<file path="src/hw/sensor_spi_pkg.sv">
// shared constants, pin carrier and state types for the sensor serial port
package sensor_spi_pkg;
  localparam int CLK_HZ = 125_000_000;
  localparam int CLK_PERIOD_NS = 1_000_000_000 / CLK_HZ;
  localparam int STARTUP_NS = 20_000;
  localparam int INIT_NS = 10_000;
  localparam int CONV_NS = 100_000;
  localparam int STARTUP_CYCLES = (STARTUP_NS + CLK_PERIOD_NS - 1) / CLK_PERIOD_NS;
  localparam int INIT_CYCLES = (INIT_NS + CLK_PERIOD_NS - 1) / CLK_PERIOD_NS;
  localparam int CONV_CYCLES = (CONV_NS + CLK_PERIOD_NS - 1) / CLK_PERIOD_NS;
  localparam int TIMER_W = 24;
  localparam int MEM_DEPTH_DEF = 64;
  localparam int ADDR_W = 16;
  localparam int BYTE_W = 8;
  localparam logic [7:0] INSTR_READ = 8'h03;
  localparam logic [7:0] INSTR_WRITE = 8'h02;
  localparam logic [15:0] STATUS_ADDR = 16'h0000;
  localparam logic [7:0] STATUS_INIT_BEGIN = 8'h80;
  localparam logic [7:0] STATUS_INIT_DONE = 8'h40;
  localparam int START_BIT = 7;
  localparam int DONE_BIT = 6;
  localparam logic [2:0] LAST_BIT = 3'h7;

  // sampled pin group, all from outside the clock domain
  typedef struct packed {
    logic reset_n;
    logic cs_n;
    logic sck;
    logic sdi;
  } pins_t;

  localparam pins_t PINS_IDLE = '{reset_n: 1'b0, cs_n: 1'b1, sck: 1'b0, sdi: 1'b0};

  typedef enum logic [4:0] {
    ST_RESET = 5'b00001,
    ST_STARTUP = 5'b00010,
    ST_INIT = 5'b00100,
    ST_IDLE = 5'b01000,
    ST_CONV = 5'b10000
  } dev_state_t;

  typedef enum logic [5:0] {
    PH_INSTR = 6'b000001,
    PH_ADDR_HI = 6'b000010,
    PH_ADDR_LO = 6'b000100,
    PH_WRITE = 6'b001000,
    PH_READ = 6'b010000,
    PH_IGNORE = 6'b100000
  } phase_t;
endpackage

</file>
<file path="src/hw/pin_sync3.sv">
// three-stage pin synchroniser; output moves once stages two and three agree
`timescale 1ns/1ps
module pin_sync3 #(
  parameter int WIDTH = 4,
  parameter logic [WIDTH-1:0] RESET_VAL = '0
) (
  // clock and reset
  input wire logic clk_in,
  input wire logic rst_in,
  // pins and filtered result
  input wire logic [WIDTH-1:0] async_in,
  output logic [WIDTH-1:0] stable_out
);
  logic [WIDTH-1:0] s1;
  logic [WIDTH-1:0] s2;
  logic [WIDTH-1:0] s3;

  genvar i;
  generate
    for (i = 0; i < WIDTH; i++) begin : g_bit
      always_ff @(posedge clk_in) begin
        if (rst_in) begin
          s1[i] <= RESET_VAL[i];
          s2[i] <= RESET_VAL[i];
          s3[i] <= RESET_VAL[i];
          stable_out[i] <= RESET_VAL[i];
        end else begin
          s1[i] <= async_in[i];
          s2[i] <= s1[i];
          s3[i] <= s2[i];
          // a one-sample glitch never reaches the output
          if (s2[i] == s3[i]) begin
            stable_out[i] <= s3[i];
          end
        end
      end
    end
  endgenerate
endmodule

</file>
<file path="src/hw/sensor_spi_host_port.sv">
// serial port, start-up and conversion sequencing of the sensor device
`timescale 1ns/1ps
module sensor_spi_host_port
  import sensor_spi_pkg::*;
#(
  parameter int MEM_DEPTH = sensor_spi_pkg::MEM_DEPTH_DEF,
  parameter int STARTUP_CYC = sensor_spi_pkg::STARTUP_CYCLES,
  parameter int INIT_CYC = sensor_spi_pkg::INIT_CYCLES,
  parameter int CONV_CYC = sensor_spi_pkg::CONV_CYCLES
) (
  // clock and reset
  input wire logic clk_in,
  input wire logic rst_in,
  // device pins
  input wire logic reset_n_in,
  input wire logic cs_n_in,
  input wire logic sck_in,
  input wire logic sdi_in,
  output logic sdo_out,
  output logic sdo_oe_out,
  output logic busy_done_out
);
  import sensor_spi_pkg::*;

  localparam int IDX_W = $clog2(MEM_DEPTH);

  sensor_spi_pkg::pins_t raw;
  sensor_spi_pkg::pins_t pins;
  logic sck_q;
  logic cs_n_q;
  dev_state_t dev_state;
  phase_t phase;
  logic [TIMER_W-1:0] timer;
  logic [BYTE_W-1:0] status;
  logic [BYTE_W-1:0] mem [MEM_DEPTH];
  logic [2:0] bit_cnt;
  logic [BYTE_W-1:0] shift_in;
  logic [BYTE_W-1:0] tx_byte;
  logic [BYTE_W-1:0] tx_shift;
  logic [ADDR_W-1:0] addr;
  logic is_read;

  assign raw = '{reset_n: reset_n_in, cs_n: cs_n_in, sck: sck_in, sdi: sdi_in};

  pin_sync3 #(
    .WIDTH($bits(pins_t)),
    .RESET_VAL(PINS_IDLE)
  ) u_sync (
    .clk_in(clk_in),
    .rst_in(rst_in),
    .async_in(raw),
    .stable_out(pins)
  );

  // decode of pin events; only the reset pin acts while chip select is high
  wire hold = rst_in | ~pins.reset_n;
  wire selected = ~pins.cs_n & ~cs_n_q;
  wire cs_fall = ~pins.cs_n & cs_n_q;
  wire sck_rise = selected & pins.sck & ~sck_q;
  wire sck_fall = selected & ~pins.sck & sck_q;
  wire byte_done = sck_rise & (bit_cnt == LAST_BIT);
  wire [BYTE_W-1:0] rx_byte = {shift_in[BYTE_W-2:0], pins.sdi};
  wire [ADDR_W-1:0] addr_inc = addr + 16'h0001;
  wire [ADDR_W-1:0] rd_addr = phase == PH_ADDR_LO ? {addr[15:8], rx_byte} : addr_inc;
  wire rd_in_range = rd_addr < ADDR_W'(MEM_DEPTH);
  wire [BYTE_W-1:0] rd_data = rd_addr == STATUS_ADDR ? status :
                              rd_in_range ? mem[rd_addr[IDX_W-1:0]] : '0;
  wire wr_byte = byte_done & (phase == PH_WRITE);
  wire wr_status = wr_byte & (addr == STATUS_ADDR);
  wire wr_mem = wr_byte & (addr != STATUS_ADDR) & (addr < ADDR_W'(MEM_DEPTH));
  // only an idle device accepts a new control byte; busy writes are dropped
  wire conv_start = wr_status & rx_byte[START_BIT] & (dev_state == ST_IDLE);
  wire timer_zero = timer == '0;

  always_ff @(posedge clk_in) begin
    if (rst_in) begin
      sck_q <= 1'b0;
      cs_n_q <= 1'b1;
    end else begin
      sck_q <= pins.sck;
      cs_n_q <= pins.cs_n;
    end
  end

  // device sequencing: reset, start-up, initialisation, idle, conversion
  always_ff @(posedge clk_in) begin
    if (hold) begin
      dev_state <= ST_RESET;
      timer <= '0;
      status <= '0;
    end else begin
      timer <= timer_zero ? timer : timer - 1'b1;
      unique case (dev_state)
        ST_RESET: begin
          dev_state <= ST_STARTUP;
          timer <= TIMER_W'(STARTUP_CYC - 1);
        end
        ST_STARTUP: begin
          if (timer_zero) begin
            dev_state <= ST_INIT;
            timer <= TIMER_W'(INIT_CYC - 1);
            status <= STATUS_INIT_BEGIN;
          end
        end
        ST_INIT: begin
          if (timer_zero) begin
            dev_state <= ST_IDLE;
            status <= STATUS_INIT_DONE;
          end
        end
        ST_IDLE: begin
          if (conv_start) begin
            dev_state <= ST_CONV;
            timer <= TIMER_W'(CONV_CYC - 1);
            status <= rx_byte;
          end else if (wr_status) begin
            status <= rx_byte;
          end
        end
        ST_CONV: begin
          if (timer_zero) begin
            dev_state <= ST_IDLE;
            status <= {1'b0, 1'b1, status[DONE_BIT-1:0]};
          end
        end
      endcase
    end
  end

  // flop-held state, low in every busy state and during reset
  assign busy_done_out = dev_state == ST_IDLE;

  // byte storage, one flop row per entry
  genvar e;
  generate
    for (e = 0; e < MEM_DEPTH; e++) begin : g_mem
      always_ff @(posedge clk_in) begin
        if (hold) begin
          mem[e] <= '0;
        end else if (wr_mem & (addr[IDX_W-1:0] == IDX_W'(e))) begin
          mem[e] <= rx_byte;
        end
      end
    end
  endgenerate

  // receive side and transaction phase
  always_ff @(posedge clk_in) begin
    if (hold | cs_fall) begin
      phase <= PH_INSTR;
      bit_cnt <= '0;
      shift_in <= '0;
      addr <= '0;
      is_read <= 1'b0;
      tx_byte <= '0;
    end else if (sck_rise) begin
      shift_in <= rx_byte;
      bit_cnt <= bit_cnt + 3'h1;
      if (byte_done) begin
        unique case (phase)
          PH_INSTR: begin
            is_read <= rx_byte == INSTR_READ;
            phase <= (rx_byte == INSTR_READ || rx_byte == INSTR_WRITE) ? PH_ADDR_HI
                                                                       : PH_IGNORE;
          end
          PH_ADDR_HI: begin
            addr[15:8] <= rx_byte;
            phase <= PH_ADDR_LO;
          end
          PH_ADDR_LO: begin
            addr[7:0] <= rx_byte;
            phase <= is_read ? PH_READ : PH_WRITE;
            tx_byte <= rd_data;
          end
          PH_READ: begin
            addr <= addr_inc;
            tx_byte <= rd_data;
          end
          PH_WRITE: begin
            addr <= addr_inc;
          end
          PH_IGNORE: begin
            phase <= PH_IGNORE;
          end
        endcase
      end
    end
  end

  // transmit side; a new byte starts on the first fall after a byte boundary
  always_ff @(posedge clk_in) begin
    if (hold | cs_fall) begin
      sdo_out <= 1'b0;
      tx_shift <= '0;
    end else if (sck_fall && phase == PH_READ) begin
      if (bit_cnt == 3'h0) begin
        sdo_out <= tx_byte[BYTE_W-1];
        tx_shift <= {tx_byte[BYTE_W-2:0], 1'b0};
      end else begin
        sdo_out <= tx_shift[BYTE_W-1];
        tx_shift <= {tx_shift[BYTE_W-2:0], 1'b0};
      end
    end
  end

  // driven while the filtered select is low; released four clocks after the select pin rises, once the pin filter passes it
  assign sdo_oe_out = ~pins.cs_n;
endmodule

</file>
<file path="config.mk">
export PLATFORM = sky130hd
export DESIGN_NAME = sensor_spi_host_port
export DESIGN_NICKNAME = d
export VERILOG_FILES = /design/src/hw/sensor_spi_pkg.sv /design/src/hw/pin_sync3.sv /design/src/hw/sensor_spi_host_port.sv
export SDC_FILE = /design/constraint.sdc
export NUM_CORES = 1
export LEC_CHECK = 0
export BUFFER_PORTS_ARGS = -buffer_cell sky130_fd_sc_hd__buf_4
export CAP_MARGIN = 20
export CELL_PAD_IN_SITES_DETAIL_PLACEMENT = 1
export CELL_PAD_IN_SITES_GLOBAL_PLACEMENT = 2
export CORE_ASPECT_RATIO = 1.5
export CORE_MARGIN = 2
export CORE_UTILIZATION = 44
export DETAILED_ROUTE_END_ITERATION = 6
export PLACE_DENSITY_LB_ADDON = 0.1
export SETUP_SLACK_MARGIN = 0.4
export SLEW_MARGIN = 40
export SYNTH_ARGS = -nofsm -noshare
export SYNTH_HDL_FRONTEND = slang
export SYNTH_SLANG_ARGS = --single-unit
export TNS_END_PERCENT = 5
</file>
<file path="constraint.sdc">
create_clock -name clk_in -period 4.4 [get_ports clk_in]
set_input_delay 0.88 -clock clk_in [delete_from_list [all_inputs] [get_ports clk_in]]
set_output_delay 0.88 -clock clk_in [all_outputs]
set_load 0.02 [all_outputs]
</file>
Word-level counts from Yosys, hierarchy flattened:

Memories as Yosys holds them, arrays and structs flattened.
Index checks and enable logic that the tools add are counted.

* reduce and logical (&&, ||, !) cells: 24
* $lt $le $gt $ge: 2
* muxes and demuxes: 282
* bitwise logic cells: 149
* add/subtract/negate cells: 3
* equality and inequality tests: 87

Operators with widths (count)
* $mux W8: 72
* $eq A6 B6 Y1 const B: 33
* $mux W1: 195
* $eq A6 B5 Y1 const B: 17
* $and A1 B1 Y1: 77
* $mux W24: 3
* $pmux W24 S3: 1
* $or A1 B1 Y1: 66
* $eq A6 B4 Y1 const B: 9
* $logic_not A16 Y1: 2
* $lt A16 B7 Y1 const B: 2
* $pmux W8 S2: 2
* $pmux W8 S4: 1
* $eq A6 B3 Y1 const B: 5
* $logic_not A24 Y1: 1
* $pmux W6 S4: 1
* $sub A24 B1 Y24 const B: 1
* $mux W5: 4
* $pmux W5 S4: 1
* $eq A6 B2 Y1 const B: 3
* $reduce_and A3 Y1: 6
* $add A16 B1 Y16 const B: 1
* $eq A8 B2 Y1 const B: 2
* $mux W16: 1
* 24 further kinds: 41

* word-level logic and storage cells: 579
* RAM bits: 512
* memories kept: 1
* output and inout port bits: 3
* bits in registers: 105
* input bits: 6

Memory list
* mem: words 64, bits a word 8, read ports 1, clocked after Yosys merged registers in 0, write ports 64, RTL line sensor_spi_host_port.sv:35 `logic [BYTE_W-1:0] mem [MEM_DEPTH];`

Depth between registers and ports, before layout:

* depth after elaboration: 13
* gate-level depth with buffers: 16
* gate-level depth less buffers: 11

Hierarchy:

From an unflattened synthesis, not the netlist that was laid out.

* cells, all modules: 2705
* area, all modules: 29055.4 sq um

By module, submodules not included
* sensor_spi_host_port: cells each 2664, seq. area each 17136.4 sq um, area an instance 28583.7 sq um, times used 1
* pin_sync3: cells each 41, seq. area each 320.3 sq um, area an instance 471.7 sq um, times used 1

Least setup slack after synthesis:

OpenSTA, ideal clock, no wires.

* path kind: register -> register
* start point: reg u_sync.stable_out[2]
* end point: mem mem[17][0], enable pin
* data required time: 4.016 ns
* clock period less this slack: 3.356 ns
* setup slack: 1.044 ns
* stages on the path, launching flop included: 7
* buffers on the path: 0
* library setup time: 0.384 ns
* arrival time: 2.972 ns
* cells stage by stage: dfxtp_1 > nor4b_2 > nand4_1 > or4_1 > a2111oi_0 > nand2_1 > o21ai_0

RTL lines
* from (decl): RTL line pin_sync3.sv:12 `output logic [WIDTH-1:0] stable_out`
* from (signal, indexed assignment): RTL line pin_sync3.sv:26 `stable_out[i] <= RESET_VAL[i];`
* from (signal, indexed assignment): RTL line pin_sync3.sv:33 `stable_out[i] <= s3[i];`
* to (decl): RTL line sensor_spi_host_port.sv:35

Worst setup path in the final report:

* start point: reg phase[2]
* end point: reg tx_byte[7]

* cells in the longest elaborated chain, start to end: 5
* elaborated cells on any way between the ends: 10
* those cells by class: 1 x order compare; 2 x eq/ne; 3 x mux; 3 x reduce/logical; 1 x memory

RTL lines
* from (decl): RTL line sensor_spi_host_port.sv:32 `phase_t phase;`
* from (signal assigned): RTL line sensor_spi_host_port.sv:163 `phase <= (rx_byte == INSTR_READ || rx_byte == INSTR_WRITE) ? PH_ADDR_HI`
* from (signal assigned): RTL line sensor_spi_host_port.sv:172 `phase <= is_read ? PH_READ : PH_WRITE;`
* $eq A6 B3 Y1: RTL line sensor_spi_host_port.sv:64, sensor_spi_host_port.sv:160
* $mux W16: RTL line sensor_spi_host_port.sv:64 `wire [ADDR_W-1:0] rd_addr = phase == PH_ADDR_LO ? {addr[15:8], rx_byte} : addr_inc;`
* $mem_v2 Z64 W8 or $lt A16 B7 Y1 (tied branches)
* $mux W8: RTL line sensor_spi_host_port.sv:67 `rd_in_range ? mem[rd_addr[IDX_W-1:0]] : '0;`
* $mux W8: RTL line sensor_spi_host_port.sv:66 `wire [BYTE_W-1:0] rd_data = rd_addr == STATUS_ADDR ? status :`
* to (signal assigned): RTL line sensor_spi_host_port.sv:173 `tx_byte <= rd_data;`
* to (signal assigned): RTL line sensor_spi_host_port.sv:177 `tx_byte <= rd_data;`
* to (decl): RTL line sensor_spi_host_port.sv:38 `logic [BYTE_W-1:0] tx_byte;`

Parallel ways exist; a longest one is shown, timed or not.
A chain may end at the register's enable or synchronous reset.

==> metrics <==
worst-case clock buffer depth=3; Period minus WS final=3.97 ns; Detail Placement HPWL=68200 um; clock network fraction of total power=0.453; CP startpoint kind=flop; Die Area=69500 um^2; RePlAce Congestion=slightly above 0.9; Area contributors post-synth=edfxtp_1 52%, and2_1 11%, dfxtp_1 7.0%; largest net degree at the start of global routing=69; vias in the first global route=~23000; flops & latches, synth=616; Port Buffer Count=8; Initial Utilization=0.445; Die Span Y=322 um; worst path cell trace=or4b_1 > buf_4 > o21ai_4 > buf_4 > nand2_4 > a211oi_1 > a211oi_1 > or4_1 > o31ai_1 > o2111a_1 > nor3_1; Achievable Freq=252 MHz; most frequent cell after synthesis=edfxtp_1; Place WS=0.338 ns; Critical Setup Path Class=reg2reg; fin area=33300 um^2; Mapped Area=29600 um^2; Sw Ratio=0.202; count of pins over their slew limit=0; Inserted Clock Buffers=60; global-route wire length before repair=between 100000 and 150000 um; Primary FF master, synth=edfxtp_1; die width=216 um; Yosys cell types=70; Pleak=13.0 nW; crit-path max FO=33; Largest stage delay, worst path=0.62 ns; vias=21900; Fin. Hold Viols=0; IO Pins=9; vias per cell=between 5 and 6; Min Hold Slack=0.416 ns; warnings from Yosys=0; clk_skew=0.0164 ns; sw power=2.32 mW; post-route ant nets=0; Syn Area/Cell=10.9 um^2; Row Count=116; hold buffer count at CTS=0; status=complete, no violations; register area share after synthesis=0.589; CTS HTree Levels=2; Power Internal=between 9 and 10 mW; core region area=66600 um^2; Starting DRT DRC Count=1637; initial antenna violation count=1; Post-synth EDFFs=512; area share of the largest cell type after synthesis=0.519; Final #Nets=~2800; RSZ-0062 raised after global routing=true; Seq pwr share=0.544; CTS sink count=616; grt total ovfl=0; Layout area overhead=12.3%; post-route setup slack=0.430 ns; Global Route Usage Sum=0.292; nature of the critical path endpoint=flop; Comb pwr share=0.003; Least-Margin Pin Slew=roughly 0.90 ns; final period utilization=0.902; Root Driver=clkbuf_16; CTS tree=done; Placed Area=31200 um^2; fraction of layout cells with a size suffix above 1=0.108; peak supply drop=~0.31 mV; first-pass detailed-route iteration total=5; WP buf/inv=2; setup violators final=0; Top delay family on crit path=simple AND/OR/NAND/NOR gates; Hold Path Class=in2reg; Max Cap Viol=0; Slowest cell on crit path=or4b_1; clock slew at reported path FFs=about 0.060 ns; Gate Count Post-Synth=between 2000 and 3000; Async SR Flop Fraction=0; WL/cell=27.7 um; relative slew slack=0.397; WL final=102000 um; PwrDens=345 nW/um^2; DRC viols=0; Skew-Pair Late Insertion Delay=0.65 ns; CP Data Required Time=4.93 ns; arrival time at the worst endpoint=4.50 ns; synth cell count leaders=512 x edfxtp_1, 509 x and2_1, 284 x nand2_1; leading area contributor after synthesis=edfxtp_1
-- power by group through the flow --
stage / Combinational (mW) / Sequential, mW / Clock (mW)
detailed placement: 0.0314 / 6.38 / 0
global route: 0.0353 / 6.25 / 5.47
CTS: 0.0317 / 6.25 / 5.30
global placement: 0.0305 / 6.38 / 0
finish: 0.0314 / 6.25 / 5.21
floorplan: 0.0180 / 6.37 / 0
-- layout make-up --
class / count / area (um^2)
Clock inverter: 29 / 283
Antenna cell: 2 / 5.00
Tap cell: 885 / 1110
Multi-Input combinational cell: 1881 / 11400
Sequential cell: 616 / 17500
Inverter: 22 / 82.6
Fill cell: 7092 / 33300
Clock buffer: 81 / 1650
Timing Repair Buffer: 157 / 1310
-- final timing paths --
path	from	endpoint	slack, ns	cells past startpoint
worst min register to register	u_sync.s1[2]	u_sync.s2[2]	0.42	1
worst max-delay path	phase[2]	tx_byte[7]	0.43	11
worst max register to register	phase[2]	tx_byte[7]	0.43	11
worst min-delay path	cs_n_in	u_sync.s1[2]	0.42	2
-- state kept, by name, summed over array words and instances, names as in the netlist, 3 cells and up --
signal,flops
mem,512
timer,24
addr,16
status,8
tx_byte,8
shift_in,7
tx_shift,7
phase,6
dev_state,5
u_sync.s1,4
u_sync.s2,4
u_sync.s3,4
u_sync.stable_out,4
bit_cnt,3
-- cell usage in the layout, fill, tap and decap left out, drive strengths merged, types with 13 or more instances in the layout --
| cell | n |
|---|---|
| edfxtp | 512 |
| and2 | 509 |
| nand2 | 286 |
| nor2 | 169 |
| buf | 157 |
| o21ai | 119 |
| dfxtp | 104 |
| a211oi | 88 |
| and3 | 84 |
| a21oi | 84 |
| clkbuf | 81 |
| nand3 | 79 |
| mux2i | 75 |
| a31oi | 47 |
| a2111oi | 31 |
| nor3 | 29 |
| a22oi | 25 |
| inv | 23 |
| clkinv | 20 |
| xnor2 | 19 |
| a32oi | 19 |
| a22o | 18 |
| nor4 | 17 |
| o31ai | 14 |
| nor2b | 14 |
| nand4 | 13 |
| xor2 | 13 |
-- stage by stage --
stage | power, mW | utilization | instances | TNS [ns]
floorplan | 6.39 | - | 2733 | 0
global placement | 6.41 | 0.469 | 3558 | -0.182
detailed placement | 6.41 | 0.469 | 3558 | 0
CTS | 11.6 | 0.498 | 3668 | 0
global route | 11.7 | 0.499 | 3671 | 0
finish | 11.5 | 0.500 | 3673 | 0
-- per-layer routing --
layer  vias to the layer above  wire [um]  GRT usage
met3                       248       4740     0.0355
met4                         0       6710      0.167
met1                     11200      37600      0.327
met5                         -          0          0
li1                       9847          -          -
met2                       595      52600      0.532
-- kinds of logic after synthesis --
logic type	after synthesis	share of synthesized area
adders and majority gates	10	0.00422
other	1	0.000127
xor gates and xnor gates	32	0.00946
muxes	75	0.0253
buffers and inverters	237	0.0332
AOI/OAI and AO/OA	492	0.111
and+or+nand+nor	1263	0.227
DFF	616	0.589
-- repair_timing --
| action | 4_1_cts | 5_1_grt |
|---|---|---|
| endpoints found under the setup margin | 2 | 69 |
| setup buffers | 0 | 2 |
| gates resized for setup | 3 | 6 |
| cloned | 0 | 1 |
| hold endpoints to repair | 0 | 0 |
| pin swaps | 0 | 3 |
Power figures use the tool's default switching activity.
